### src/cbio_pkg.sv
/*
 * Constants for the bridge I/O window bound and interrupt header registers.
 * Assumes an AXI4-Lite register bus with 32-bit data and 12-bit addresses.
 */
package cbio_pkg;
   // ----------------------------------------------------------------
   // Address layout
   // ----------------------------------------------------------------
   localparam int ADDR_W = 12;
   localparam int FUNC_LSB = 10;       // Function select in address bits 11:10
   localparam int IDX_LSB = 2;         // Register index in address bits 9:2
   localparam logic [1:0] FUNC_CNT = 2'h3;
   localparam logic [7:0] IDX_LO0 = 8'h2C;
   localparam logic [7:0] IDX_HI0 = 8'h30;
   localparam logic [7:0] IDX_LO1 = 8'h34;
   localparam logic [7:0] IDX_HI1 = 8'h38;
   localparam logic [7:0] IDX_LINE = 8'h3C;
   localparam logic [7:0] IDX_PIN = 8'h3D;
   localparam logic [7:0] IDX_TIE = 8'h40;
   // ----------------------------------------------------------------
   // Fields and reset values
   // ----------------------------------------------------------------
   localparam logic [31:0] BOUND_MASK = 32'h0000_FFFC;
   localparam logic [31:0] BOUND_LOW_ONES = 32'h0000_0003;
   localparam logic [31:0] BOUND_RST = 32'h0000_0000;
   localparam logic [7:0] LINE_RST = 8'hFF;
   localparam logic [1:0] TIE_RST = 2'h0;
   localparam int TIE_PAIR_BIT = 0;
   localparam int TIE_ALL_BIT = 1;
   localparam logic [7:0] PIN_A = 8'h01;
   localparam logic [7:0] PIN_C = 8'h03;
   localparam logic [1:0] RESP_OKAY = 2'h0;
   localparam logic [1:0] RESP_SLVERR = 2'h2;
   // ----------------------------------------------------------------
   // Register select
   // ----------------------------------------------------------------
   typedef enum logic [2:0] {
      CBIO_SEL_NONE = 3'h0,
      CBIO_SEL_LO0 = 3'h1,
      CBIO_SEL_HI0 = 3'h2,
      CBIO_SEL_LO1 = 3'h3,
      CBIO_SEL_HI1 = 3'h4,
      CBIO_SEL_LINE = 3'h5,
      CBIO_SEL_PIN = 3'h6,
      CBIO_SEL_TIE = 3'h7
   } cbio_sel_t;
endpackage

### src/cbio_regs.sv
/*
 * I/O window bound registers, per-function interrupt line scratch, interrupt
 * pin report and window address compare, behind an AXI4-Lite slave.
 * Assumes the address inputs are on the same clock; one read and one write
 * at most are under way at a time.
 */
// The AXI4-Lite slave port was chosen for this implementation.
`timescale 1ns/1ps
`default_nettype none
// Notes on behaviour
// - Two 32-bit upper-bound registers, reset zero
// - Upper bound steers forwarding in both directions
// - Upper-bound bits 15..2 are read/write
// - Upper-bound bits 31..16 read zero
// - Upper-bound bits 1..0 read zero, writes ignored
// - Compare treats upper-bound low bits as ones
// - Window active only if either bound nonzero
// - Interrupt line byte, reset all ones, unused
// - Each function owns its interrupt line byte
// - Pin report depends on function and ties
// - No ties: functions read 1, 2, 3
// - Pair tie: functions 0,1 read 1
// - All tie: every function reads 1
// - Lower-bound bits 31..16 and 1..0 zero
module cbio_regs
   import cbio_pkg::*;
(
   input wire logic ref_clk_in,
   input wire logic reset_n_in,
   input wire logic [ADDR_W-1:0] s_axi_awaddr_in,
   input wire logic s_axi_awvalid_in,
   output logic s_axi_awready_out,
   input wire logic [31:0] s_axi_wdata_in,
   input wire logic [3:0] s_axi_wstrb_in,
   input wire logic s_axi_wvalid_in,
   output logic s_axi_wready_out,
   output logic [1:0] s_axi_bresp_out,
   output logic s_axi_bvalid_out,
   input wire logic s_axi_bready_in,
   input wire logic [ADDR_W-1:0] s_axi_araddr_in,
   input wire logic s_axi_arvalid_in,
   output logic s_axi_arready_out,
   output logic [31:0] s_axi_rdata_out,
   output logic [1:0] s_axi_rresp_out,
   output logic s_axi_rvalid_out,
   input wire logic s_axi_rready_in,
   input wire logic [31:0] pci_io_addr_in,
   input wire logic [31:0] card_io_addr_in,
   output logic [1:0] win_enable_out,
   output logic [1:0] to_card_hit_out,
   output logic [1:0] to_pci_hit_out
);
   // ----------------------------------------------------------------
   // Helper functions
   // ----------------------------------------------------------------
   // Word index decode, shared by read and write paths
   function automatic cbio_sel_t sel_of(input logic [ADDR_W-1:0] a);
      logic [7:0] idx;
      idx = a[IDX_LSB +: 8];
      if (a[FUNC_LSB +: 2] == FUNC_CNT) begin
         sel_of = CBIO_SEL_NONE;
      end else if (idx == IDX_LO0) begin
         sel_of = CBIO_SEL_LO0;
      end else if (idx == IDX_HI0) begin
         sel_of = CBIO_SEL_HI0;
      end else if (idx == IDX_LO1) begin
         sel_of = CBIO_SEL_LO1;
      end else if (idx == IDX_HI1) begin
         sel_of = CBIO_SEL_HI1;
      end else if (idx == IDX_LINE) begin
         sel_of = CBIO_SEL_LINE;
      end else if (idx == IDX_PIN) begin
         sel_of = CBIO_SEL_PIN;
      end else if (idx == IDX_TIE) begin
         sel_of = CBIO_SEL_TIE;
      end else begin
         sel_of = CBIO_SEL_NONE;
      end
   endfunction

   // Pin code reported by a function under the tie settings
   function automatic logic [7:0] pin_of(input logic [1:0] fn, input logic [1:0] tie);
      if (tie[TIE_ALL_BIT]) begin
         pin_of = PIN_A;
      end else if (tie[TIE_PAIR_BIT] && fn != 2'h2) begin
         pin_of = PIN_A;
      end else begin
         pin_of = PIN_A + {6'h00, fn};
      end
   endfunction

   // Byte-lane merge of write data into an old value
   function automatic logic [31:0] merge(input logic [31:0] old, input logic [31:0] d,
                                         input logic [3:0] be);
      merge = old;
      for (int i = 0; i < 4; i++) begin
         if (be[i]) begin
            merge[8*i +: 8] = d[8*i +: 8];
         end
      end
   endfunction

   // ----------------------------------------------------------------
   // State
   // ----------------------------------------------------------------
   logic [31:0] lo_r [2];
   logic [31:0] hi_r [2];
   logic [7:0] line_r [3];
   logic [1:0] tie_r;
   logic aw_got_r, w_got_r;
   logic [ADDR_W-1:0] aw_addr_r;
   logic [31:0] w_data_r;
   logic [3:0] w_strb_r;
   logic awready_r, wready_r, bvalid_r, arready_r, rvalid_r;
   logic [1:0] bresp_r, rresp_r;
   logic [31:0] rdata_r;
   logic [1:0] en_r, card_hit_r, pci_hit_r;

   // ----------------------------------------------------------------
   // Bus decode
   // ----------------------------------------------------------------
   // Handshakes and the selected registers
   wire aw_hs = s_axi_awvalid_in && awready_r;
   wire w_hs = s_axi_wvalid_in && wready_r;
   wire ar_hs = s_axi_arvalid_in && arready_r;
   wire b_hs = bvalid_r && s_axi_bready_in;
   wire r_hs = rvalid_r && s_axi_rready_in;
   wire wr_go = aw_got_r && w_got_r && !bvalid_r;
   wire cbio_sel_t wr_sel = sel_of(aw_addr_r);
   wire [1:0] wr_fn = aw_addr_r[FUNC_LSB +: 2];
   wire cbio_sel_t rd_sel = sel_of(s_axi_araddr_in);
   wire [1:0] rd_fn = s_axi_araddr_in[FUNC_LSB +: 2];

   // Read data selection
   logic [31:0] rd_data;
   always_comb begin
      unique case (rd_sel)
         CBIO_SEL_LO0: rd_data = lo_r[0];
         CBIO_SEL_HI0: rd_data = hi_r[0];
         CBIO_SEL_LO1: rd_data = lo_r[1];
         CBIO_SEL_HI1: rd_data = hi_r[1];
         CBIO_SEL_LINE: rd_data = {24'h00_0000, line_r[rd_fn]};
         CBIO_SEL_PIN: rd_data = {24'h00_0000, pin_of(rd_fn, tie_r)};
         CBIO_SEL_TIE: rd_data = {30'h0000_0000, tie_r};
         CBIO_SEL_NONE: rd_data = 32'h0000_0000;
      endcase
   end

   // ----------------------------------------------------------------
   // Write channel
   // ----------------------------------------------------------------
   // Address and data are held until both are in, then answered
   always_ff @(posedge ref_clk_in) begin
      if (!reset_n_in) begin
         aw_got_r <= 1'b0;
         w_got_r <= 1'b0;
         awready_r <= 1'b1;
         wready_r <= 1'b1;
         bvalid_r <= 1'b0;
         bresp_r <= RESP_OKAY;
         aw_addr_r <= '0;
         w_data_r <= 32'h0000_0000;
         w_strb_r <= 4'h0;
      end else begin
         if (aw_hs) begin
            aw_got_r <= 1'b1;
            awready_r <= 1'b0;
            aw_addr_r <= s_axi_awaddr_in;
         end
         if (w_hs) begin
            w_got_r <= 1'b1;
            wready_r <= 1'b0;
            w_data_r <= s_axi_wdata_in;
            w_strb_r <= s_axi_wstrb_in;
         end
         if (wr_go) begin
            bvalid_r <= 1'b1;
            bresp_r <= (wr_sel == CBIO_SEL_NONE) ? RESP_SLVERR : RESP_OKAY;
         end
         if (b_hs) begin
            bvalid_r <= 1'b0;
            aw_got_r <= 1'b0;
            w_got_r <= 1'b0;
            awready_r <= 1'b1;
            wready_r <= 1'b1;
         end
      end
   end

   // Window bound registers; only bits 15..2 take writes
   for (genvar k = 0; k < 2; k++) begin : g_win
      wire cbio_sel_t lo_sel = k ? CBIO_SEL_LO1 : CBIO_SEL_LO0;
      wire cbio_sel_t hi_sel = k ? CBIO_SEL_HI1 : CBIO_SEL_HI0;
      wire [31:0] lo_nxt = merge(lo_r[k], w_data_r, w_strb_r) & BOUND_MASK;
      wire [31:0] hi_nxt = merge(hi_r[k], w_data_r, w_strb_r) & BOUND_MASK;
      always_ff @(posedge ref_clk_in) begin
         if (!reset_n_in) begin
            lo_r[k] <= BOUND_RST;
            hi_r[k] <= BOUND_RST;
         end else if (wr_go && wr_sel == lo_sel) begin
            lo_r[k] <= lo_nxt;
         end else if (wr_go && wr_sel == hi_sel) begin
            hi_r[k] <= hi_nxt;
         end
      end
   end

   // One interrupt line byte per function; only the bus read path uses it
   for (genvar f = 0; f < 3; f++) begin : g_line
      always_ff @(posedge ref_clk_in) begin
         if (!reset_n_in) begin
            line_r[f] <= LINE_RST;
         end else if (wr_go && wr_sel == CBIO_SEL_LINE && wr_fn == f && w_strb_r[0]) begin
            line_r[f] <= w_data_r[7:0];
         end
      end
   end

   // Tie settings
   always_ff @(posedge ref_clk_in) begin
      if (!reset_n_in) begin
         tie_r <= TIE_RST;
      end else if (wr_go && wr_sel == CBIO_SEL_TIE && w_strb_r[0]) begin
         tie_r <= w_data_r[1:0];
      end
   end

   // ----------------------------------------------------------------
   // Read channel
   // ----------------------------------------------------------------
   // Data answer one cycle after the address is taken
   always_ff @(posedge ref_clk_in) begin
      if (!reset_n_in) begin
         arready_r <= 1'b1;
         rvalid_r <= 1'b0;
         rdata_r <= 32'h0000_0000;
         rresp_r <= RESP_OKAY;
      end else if (ar_hs) begin
         arready_r <= 1'b0;
         rvalid_r <= 1'b1;
         rdata_r <= rd_data;
         rresp_r <= (rd_sel == CBIO_SEL_NONE) ? RESP_SLVERR : RESP_OKAY;
      end else if (r_hs) begin
         arready_r <= 1'b1;
         rvalid_r <= 1'b0;
      end
   end

   // ----------------------------------------------------------------
   // Window compare
   // ----------------------------------------------------------------
   // Enable, top with forced low ones, and inclusive range tests
   logic [1:0] en_nxt, card_nxt, pci_nxt;
   always_comb begin
      for (int k = 0; k < 2; k++) begin
         en_nxt[k] = (lo_r[k] != 32'h0000_0000) || (hi_r[k] != 32'h0000_0000);
         card_nxt[k] = en_nxt[k] && pci_io_addr_in >= lo_r[k]
                       && pci_io_addr_in <= (hi_r[k] | BOUND_LOW_ONES);
         pci_nxt[k] = !(en_nxt[k] && card_io_addr_in >= lo_r[k]
                       && card_io_addr_in <= (hi_r[k] | BOUND_LOW_ONES));
      end
   end

   always_ff @(posedge ref_clk_in) begin
      if (!reset_n_in) begin
         en_r <= 2'h0;
         card_hit_r <= 2'h0;
         pci_hit_r <= 2'h0;
      end else begin
         en_r <= en_nxt;
         card_hit_r <= card_nxt;
         pci_hit_r <= pci_nxt;
      end
   end

   // ----------------------------------------------------------------
   // Outputs
   // ----------------------------------------------------------------
   assign s_axi_awready_out = awready_r;
   assign s_axi_wready_out = wready_r;
   assign s_axi_bvalid_out = bvalid_r;
   assign s_axi_bresp_out = bresp_r;
   assign s_axi_arready_out = arready_r;
   assign s_axi_rvalid_out = rvalid_r;
   assign s_axi_rdata_out = rdata_r;
   assign s_axi_rresp_out = rresp_r;
   assign win_enable_out = en_r;
   assign to_card_hit_out = card_hit_r;
   assign to_pci_hit_out = pci_hit_r;
endmodule
`default_nettype wire

### config.mk
export PLATFORM = sky130hd
export DESIGN_NAME = cbio_regs
export DESIGN_NICKNAME = d
export VERILOG_FILES = /design/src/cbio_pkg.sv /design/src/cbio_regs.sv
export SDC_FILE = /design/constraint.sdc
export NUM_CORES = 1
export LEC_CHECK = 0
export BUFFER_PORTS_ARGS = -buffer_cell sky130_fd_sc_hd__buf_2
export CORE_MARGIN = 2
export CORE_UTILIZATION = 26
export CTS_CLUSTER_SIZE = 14
export DETAILED_ROUTE_END_ITERATION = 10
export PLACE_DENSITY = 0.56
export SLEW_MARGIN = 0
export SYNTH_ARGS = -nofsm -noshare
export SYNTH_HDL_FRONTEND = slang
export SYNTH_SLANG_ARGS = --single-unit
export TNS_END_PERCENT = 30
### constraint.sdc
create_clock -name ref_clk_in -period 7.5 [get_ports ref_clk_in]
set_clock_uncertainty 0.15 [all_clocks]
set_input_delay 1.5 -clock ref_clk_in [delete_from_list [all_inputs] [get_ports ref_clk_in]]
set_output_delay 1.5 -clock ref_clk_in [all_outputs]
set_load 0.01 [all_outputs]
; ---- Word-level counts from Yosys, hierarchy flattened
; Memories as Yosys holds them, arrays and structs flattened.
; Index checks and enable logic that the tools add are counted.
[word_totals]
input_bits = 131
ramBits = 80
reg_bits = 81
out_inout_bits = 47
memories = 3
[op_classes]
n_reduce_logical = 43
n_mux = 64
add_sub_neg = 1
bitwise = 8
eq_ne = 32
magnitude_cmp = 8
[mem_list]
columns = memory, words, width, read_ports, rd_clocked_by_memory_dff, wr, line
row1 = hi_r, 2, 14, 2, 0, 2, cbio_regs.sv:107  ; logic [31:0] hi_r [2];
row2 = lo_r, 2, 14, 2, 0, 2, cbio_regs.sv:106  ; logic [31:0] lo_r [2];
row3 = line_r, 3, 8, 1, 0, 3, cbio_regs.sv:108  ; logic [7:0] line_r [3];
[ops]
columns = cell, n
row1 = one-hot mux 32 bit (8 select lines), 1
row2 = >= comparator 32 bit, 4
row3 = <= comparator 32 bit, 4
row4 = nonzero test 32 bit, 4
row5 = "== test 8 x 6 -> 1 bit, second input constant", 12
row6 = two-way mux 8 bit, 11
row7 = two-way mux 14 bit, 4
row8 = two-way mux 3 bit, 18
row9 = logical AND 1 bit, 29
row10 = two-way mux 1 bit, 28
row11 = "== test 3 bit, second input constant", 7
row12 = "== test 8 x 7 -> 1 bit, second input constant", 2
row13 = "== test 3 x 2 -> 1 bit, second input constant", 4
row14 = bitwise OR 1 bit, 7
row15 = "== test 2 bit, second input constant", 3
row16 = "== test 3 x 1 -> 1 bit, second input constant", 2
row17 = logical NOT 3 bit, 2
row18 = two-way mux 2 bit, 2
row19 = "adder 1 x 2 -> 3 bit, first input constant", 1
row20 = logical NOT 1 bit, 3
row21 = "== test 2 x 1 -> 1 bit, second input constant", 1
row22 = logical NOT 2 bit, 1
row23 = logical OR 1 bit, 2
row24 = "inequality test 2 bit, second input constant", 1
row25 = other kinds (3), 3

; ---- Logic depth before layout (Yosys ltp)
[logic_depth]
word_depth = 17
depth_mapped = 8
ltp_nobuf = 8

; ---- Worst setup path before layout
; No wires, ideal clock.
[synth_timing]
path_type = input port to flip-flop
from = in s_axi_araddr_in[5]
to = reg rdata_r[6] (netlist: s_axi_rdata_out[6])
setup_slack_ns = 4.190
cell_stages = 8
path_buffers = 2
setup_ns = 0.124
arrival_ns = 3.036
path_cell_list = clkbuf_1 nor2_1 nor4bb_1 o21ai_1 nor2_1 buf_2 a222oi_1 nor2_1
[synth_via]
elab_chain_cells = 11
word_cells_on_any_way = 24
[synth_lines]
columns = element, line
row1 = from (decl), cbio_regs.sv:40  ; input wire logic [ADDR_W-1:0] s_axi_araddr_in,
row2 = == test 8 x 7 -> 1 bit, cbio_regs.sv:74  ; end else if (idx == IDX_TIE) begin
row3 = two-way mux 3 bit, cbio_regs.sv:74
row4 = two-way mux 3 bit, cbio_regs.sv:72  ; end else if (idx == IDX_PIN) begin
row5 = two-way mux 3 bit, cbio_regs.sv:70  ; end else if (idx == IDX_LINE) begin
row6 = two-way mux 3 bit, cbio_regs.sv:68  ; end else if (idx == IDX_HI1) begin
row7 = two-way mux 3 bit, cbio_regs.sv:66  ; end else if (idx == IDX_LO1) begin
row8 = two-way mux 3 bit, cbio_regs.sv:64  ; end else if (idx == IDX_HI0) begin
row9 = two-way mux 3 bit *, cbio_regs.sv:62  ; end else if (idx == IDX_LO0) begin
row10 = two-way mux 3 bit *, cbio_regs.sv:60  ; if (a[FUNC_LSB +: 2] == FUNC_CNT) begin
row11 = == test 3 bit (tied with other cells), cbio_regs.sv:137  ; unique case (rd_sel)
row12 = one-hot mux 32 bit (8 select lines) *, cbio_regs.sv:137
row13 = to (signal assigned), cbio_regs.sv:241  ; rdata_r <= rd_data;
row14 = to (decl), cbio_regs.sv:116  ; logic [31:0] rdata_r;
; Mark *: on every way between the ends. The rest lies on a longest branch, timed or not. The select of a mux whose other input is x is not followed.
; A chain may end at the register's enable or synchronous reset.

==> metrics.md <==
| Metric | Value |
|---|---|
| Initial antenna violation count | `0` |
| Cell Pwr Density | `183.8 nW/um^2` |
| Required @ worst endpoint | `7430 ps` |
| HP Class | `flop to flop` |
| Largest area contributor in the netlist | `edfxtp_1` |
| Fraction of layout cells with a size suffix above 1 | `0.1583` |
| Area growth from synthesis to layout | `18.23%` |
| Final WL | `27,530 um` |
| Psw | `0.0005394 W` |
| CP arrival | `4110 ps` |
| Core area | `34,290 um^2` |
| Top_reg_cell synth | `edfxtp_1` |
| Final nets | `1,344` |
| Synth Cell Area | `8965 um^2` |
| Hold path depth | `2` |
| Sequential area share after synthesis | `0.4042` |
| Vias per cell | `4.922` |
| Total GRT Usage | `0.1514` |
| Slew headroom | `0.2357` |
| PostCTS Resize Cnt | `0` |
| Origin of the critical flop-to-flop path | `s_axi_bvalid_out` |
| FP Rows | `68` |
| Final instance area | `10,600 um^2` |
| RSZ-0062 raised after global routing | `false` |
| Setup CP Type | `input port to flop` |
| Run status | `completed` |
| Global route overflow | `0` |
| Clock Latency Late Sink | `430 ps` |
| Reg clk slew, reported paths | `60 ps` |
| Cts hold-fix bufs | `0` |
| Drt pass-1 iters | `6` |
| Vias in the first global route | `7,470` |
| CTS tree | `built` |
| Int Power | `0.001409 W` |
| Most frequent cell after synthesis | `ha_1` |
| Clock buffer depth | `2` |
| Max VDD drop | `0.1628 mV` |
| Post-placement cell count | `1,535` |
| Sequential group share of total power | `0.450` |
| Starting DRC count in detailed routing | `543` |
| Max Fanout on Critical Path | `33` |
| Die Wd | `189.7 um` |
| Tmin final | `4172 ps` |
| Worst slew pin tran | `1134 ps` |
| Total CTS buffers | `17` |
| Logic pwr share | `0.139` |
| Antenna cell count | `0` |
| Wire per inst | `17.57 um` |
| DP HPWL | `22,280 um` |
| R2R Setup Slk | `4340 ps` |
| GPL Wtd Cong | `0.8967` |
| Ys Warns | `0` |
| Crit. End Element | `flop` |
| Clk pwr share | `0.411` |
| Endpoints failing hold | `0` |
| Static Leak | `4.304 nW` |
| FF-to-FF End | `hi_r[0][7]` |
| Top-area cell type share of the netlist area | `0.2680` |
| Final setup vio count | `0` |
| Clock sinks | `141` |
| Max-cap violations | `0` |
| Net Sw Frac | `0.2769` |
| Height of the die | `189.7 um` |
| First-pass GRT wire length | `41,500 um` |
| Async set-reset flop share out of synthesis | `0` |
| Post-synth EDFFs | `80` |
| Htree depth | `4` |
| Cells after Synth | `972` |
| Synth top cells by count | `114 x ha_1, 103 x nand2_1, 87 x a21oi_1, 80 x edfxtp_1, 78 x nor2_1` |
| Post-DP Area | `10,060 um^2` |
| Initial Util | `0.2615` |
| Routed via count | `7,713` |
| Top post-synthesis cells by area | `edfxtp_1 27%, ha_1 16%, dfxtp_1 14%` |
| HP Start | `s_axi_rresp_out[1]` |
| Drt drc | `0` |
| Max-slew violations | `0` |
| Pwr Total | `0.001948 W` |
| End point of the worst hold path | `s_axi_rresp_out[1]` |
| Antenna Nets Post-Route | `0` |
| #FFs+latches synth | `141` |
| Cell Count, Final, Fillers Out | `1,567` |
| Root buf cell | `clkbuf_16` |
| Full die area | `35,980 um^2` |
| PortBufs | `137` |
| Mean Syn Cell Area | `9.223 um^2` |
| Startpoint types | `input port` |
| Fmax | `0.2397 GHz` |
| Path depth of the worst reg2reg path | `6` |
| Synth unique cells | `61` |
| I/O pins | `178` |
| Share of the clock period used by the worst path | `0.5563` |
| Postcts setup bufs | `0` |
| Largest net degree at the start of global routing | `41` |
| Setup TNS | `0 ps` |
==> area by class of cell <==
type                    count  area (um^2)
well taps                 455        569.3
multi-input cells         732         4902
clock buffers              22        444.2
flip-flops and latches    141         3623
fillers                  3648        23690
repair buffers            142        723.2
clock inverters            10        92.59
inverters                  65        244.0
==> cell usage in the layout (no fill, tap or decap), types with 20 or more instances in the layout <==
master    synthesis  layout
dfxtp_1          61      61
a21oi_1          87      87
edfxtp_1         80      80
inv_1            65      65
nand2_1         103     103
o21ai_0          55      55
nand4_1          20      20
ha_1            114     114
nor2_1           78      78
nor4_1           22      22
buf_2             5     137
and2_1           28      28
==> kinds of logic after synthesis <==
| kind of cell | synth area share |
|---|---|
| AOI/OAI and AO/OA | 0.1623 |
| muxes | 0.01786 |
| buffers and inverters | 0.05680 |
| DFF | 0.4042 |
| other | 0.0004183 |
| and+or+nand+nor | 0.1993 |
| adders and majority gates | 0.1591 |
==> metal layers <==
layer | vias up | routed length [um] | GRT usage
met4 | 0 | 358 | 0.04025
met2 | 242 | 12370 | 0.2423
met5 | - | 0 | 0
li1 | 3807 | - | -
met1 | 3640 | 13300 | 0.2099
met3 | 24 | 1503 | 0.02730
==> sequential cells by signal (all words and copies together), names as in the netlist, 2 cells and up <==
name             cells
lo_r                28
line_r              24
hi_r                28
w_strb_r             2
s_axi_rdata_out     16
win_enable_out       2
w_data_r            16
to_card_hit_out      2
tie_r                2
aw_addr_r           10
to_pci_hit_out       2
==> how the worst max path moves through the flow <==
stage / startpoint / end / slack, ps / depth (start not counted)
floorplan: s_axi_araddr_in[5] / s_axi_rdata_out[6] / 4190 / 8
CTS: reset_n_in / hi_r[0][7] / 3410 / 6
global route: reset_n_in / hi_r[0][8] / 3190 / 6
detailed placement: reset_n_in / hi_r[0][7] / 2960 / 6
global placement: reset_n_in / hi_r[0][9] / 3080 / 6
finish: reset_n_in / hi_r[0][7] / 3330 / 6
==> power by group through the flow <==
stage / clock network [W] / registers [W] / logic [W]
2_1_floorplan: 0 / 0.000882 / 0.000168
5_1_grt: 0.000841 / 0.000880 / 0.000306
3_5_place_dp: 0 / 0.000892 / 0.000271
6_report: 0.000801 / 0.000876 / 0.000271
3_3_place_gp: 0 / 0.000891 / 0.000264
4_1_cts: 0.000811 / 0.000876 / 0.000272
==> critical path: stages <==
cell and delay [ps]:
buf_2 500, nand2_1 280, nor3_1 910, and3_1 480
nand2_1 90, nand2_1 320
==> metrics by stage <==
stage / hold WS, ps / util / worst slack [ps]
finish: 312.2 / 0.3091 / 3328
global route: 345.0 / 0.3091 / 3185
CTS: 314.1 / 0.3091 / 3406
detailed placement: 304.9 / 0.2935 / 2956
global placement: 297.8 / 0.2935 / 3076
floorplan: 305.2 / - / 4190
Power figures use the tool's default switching activity.
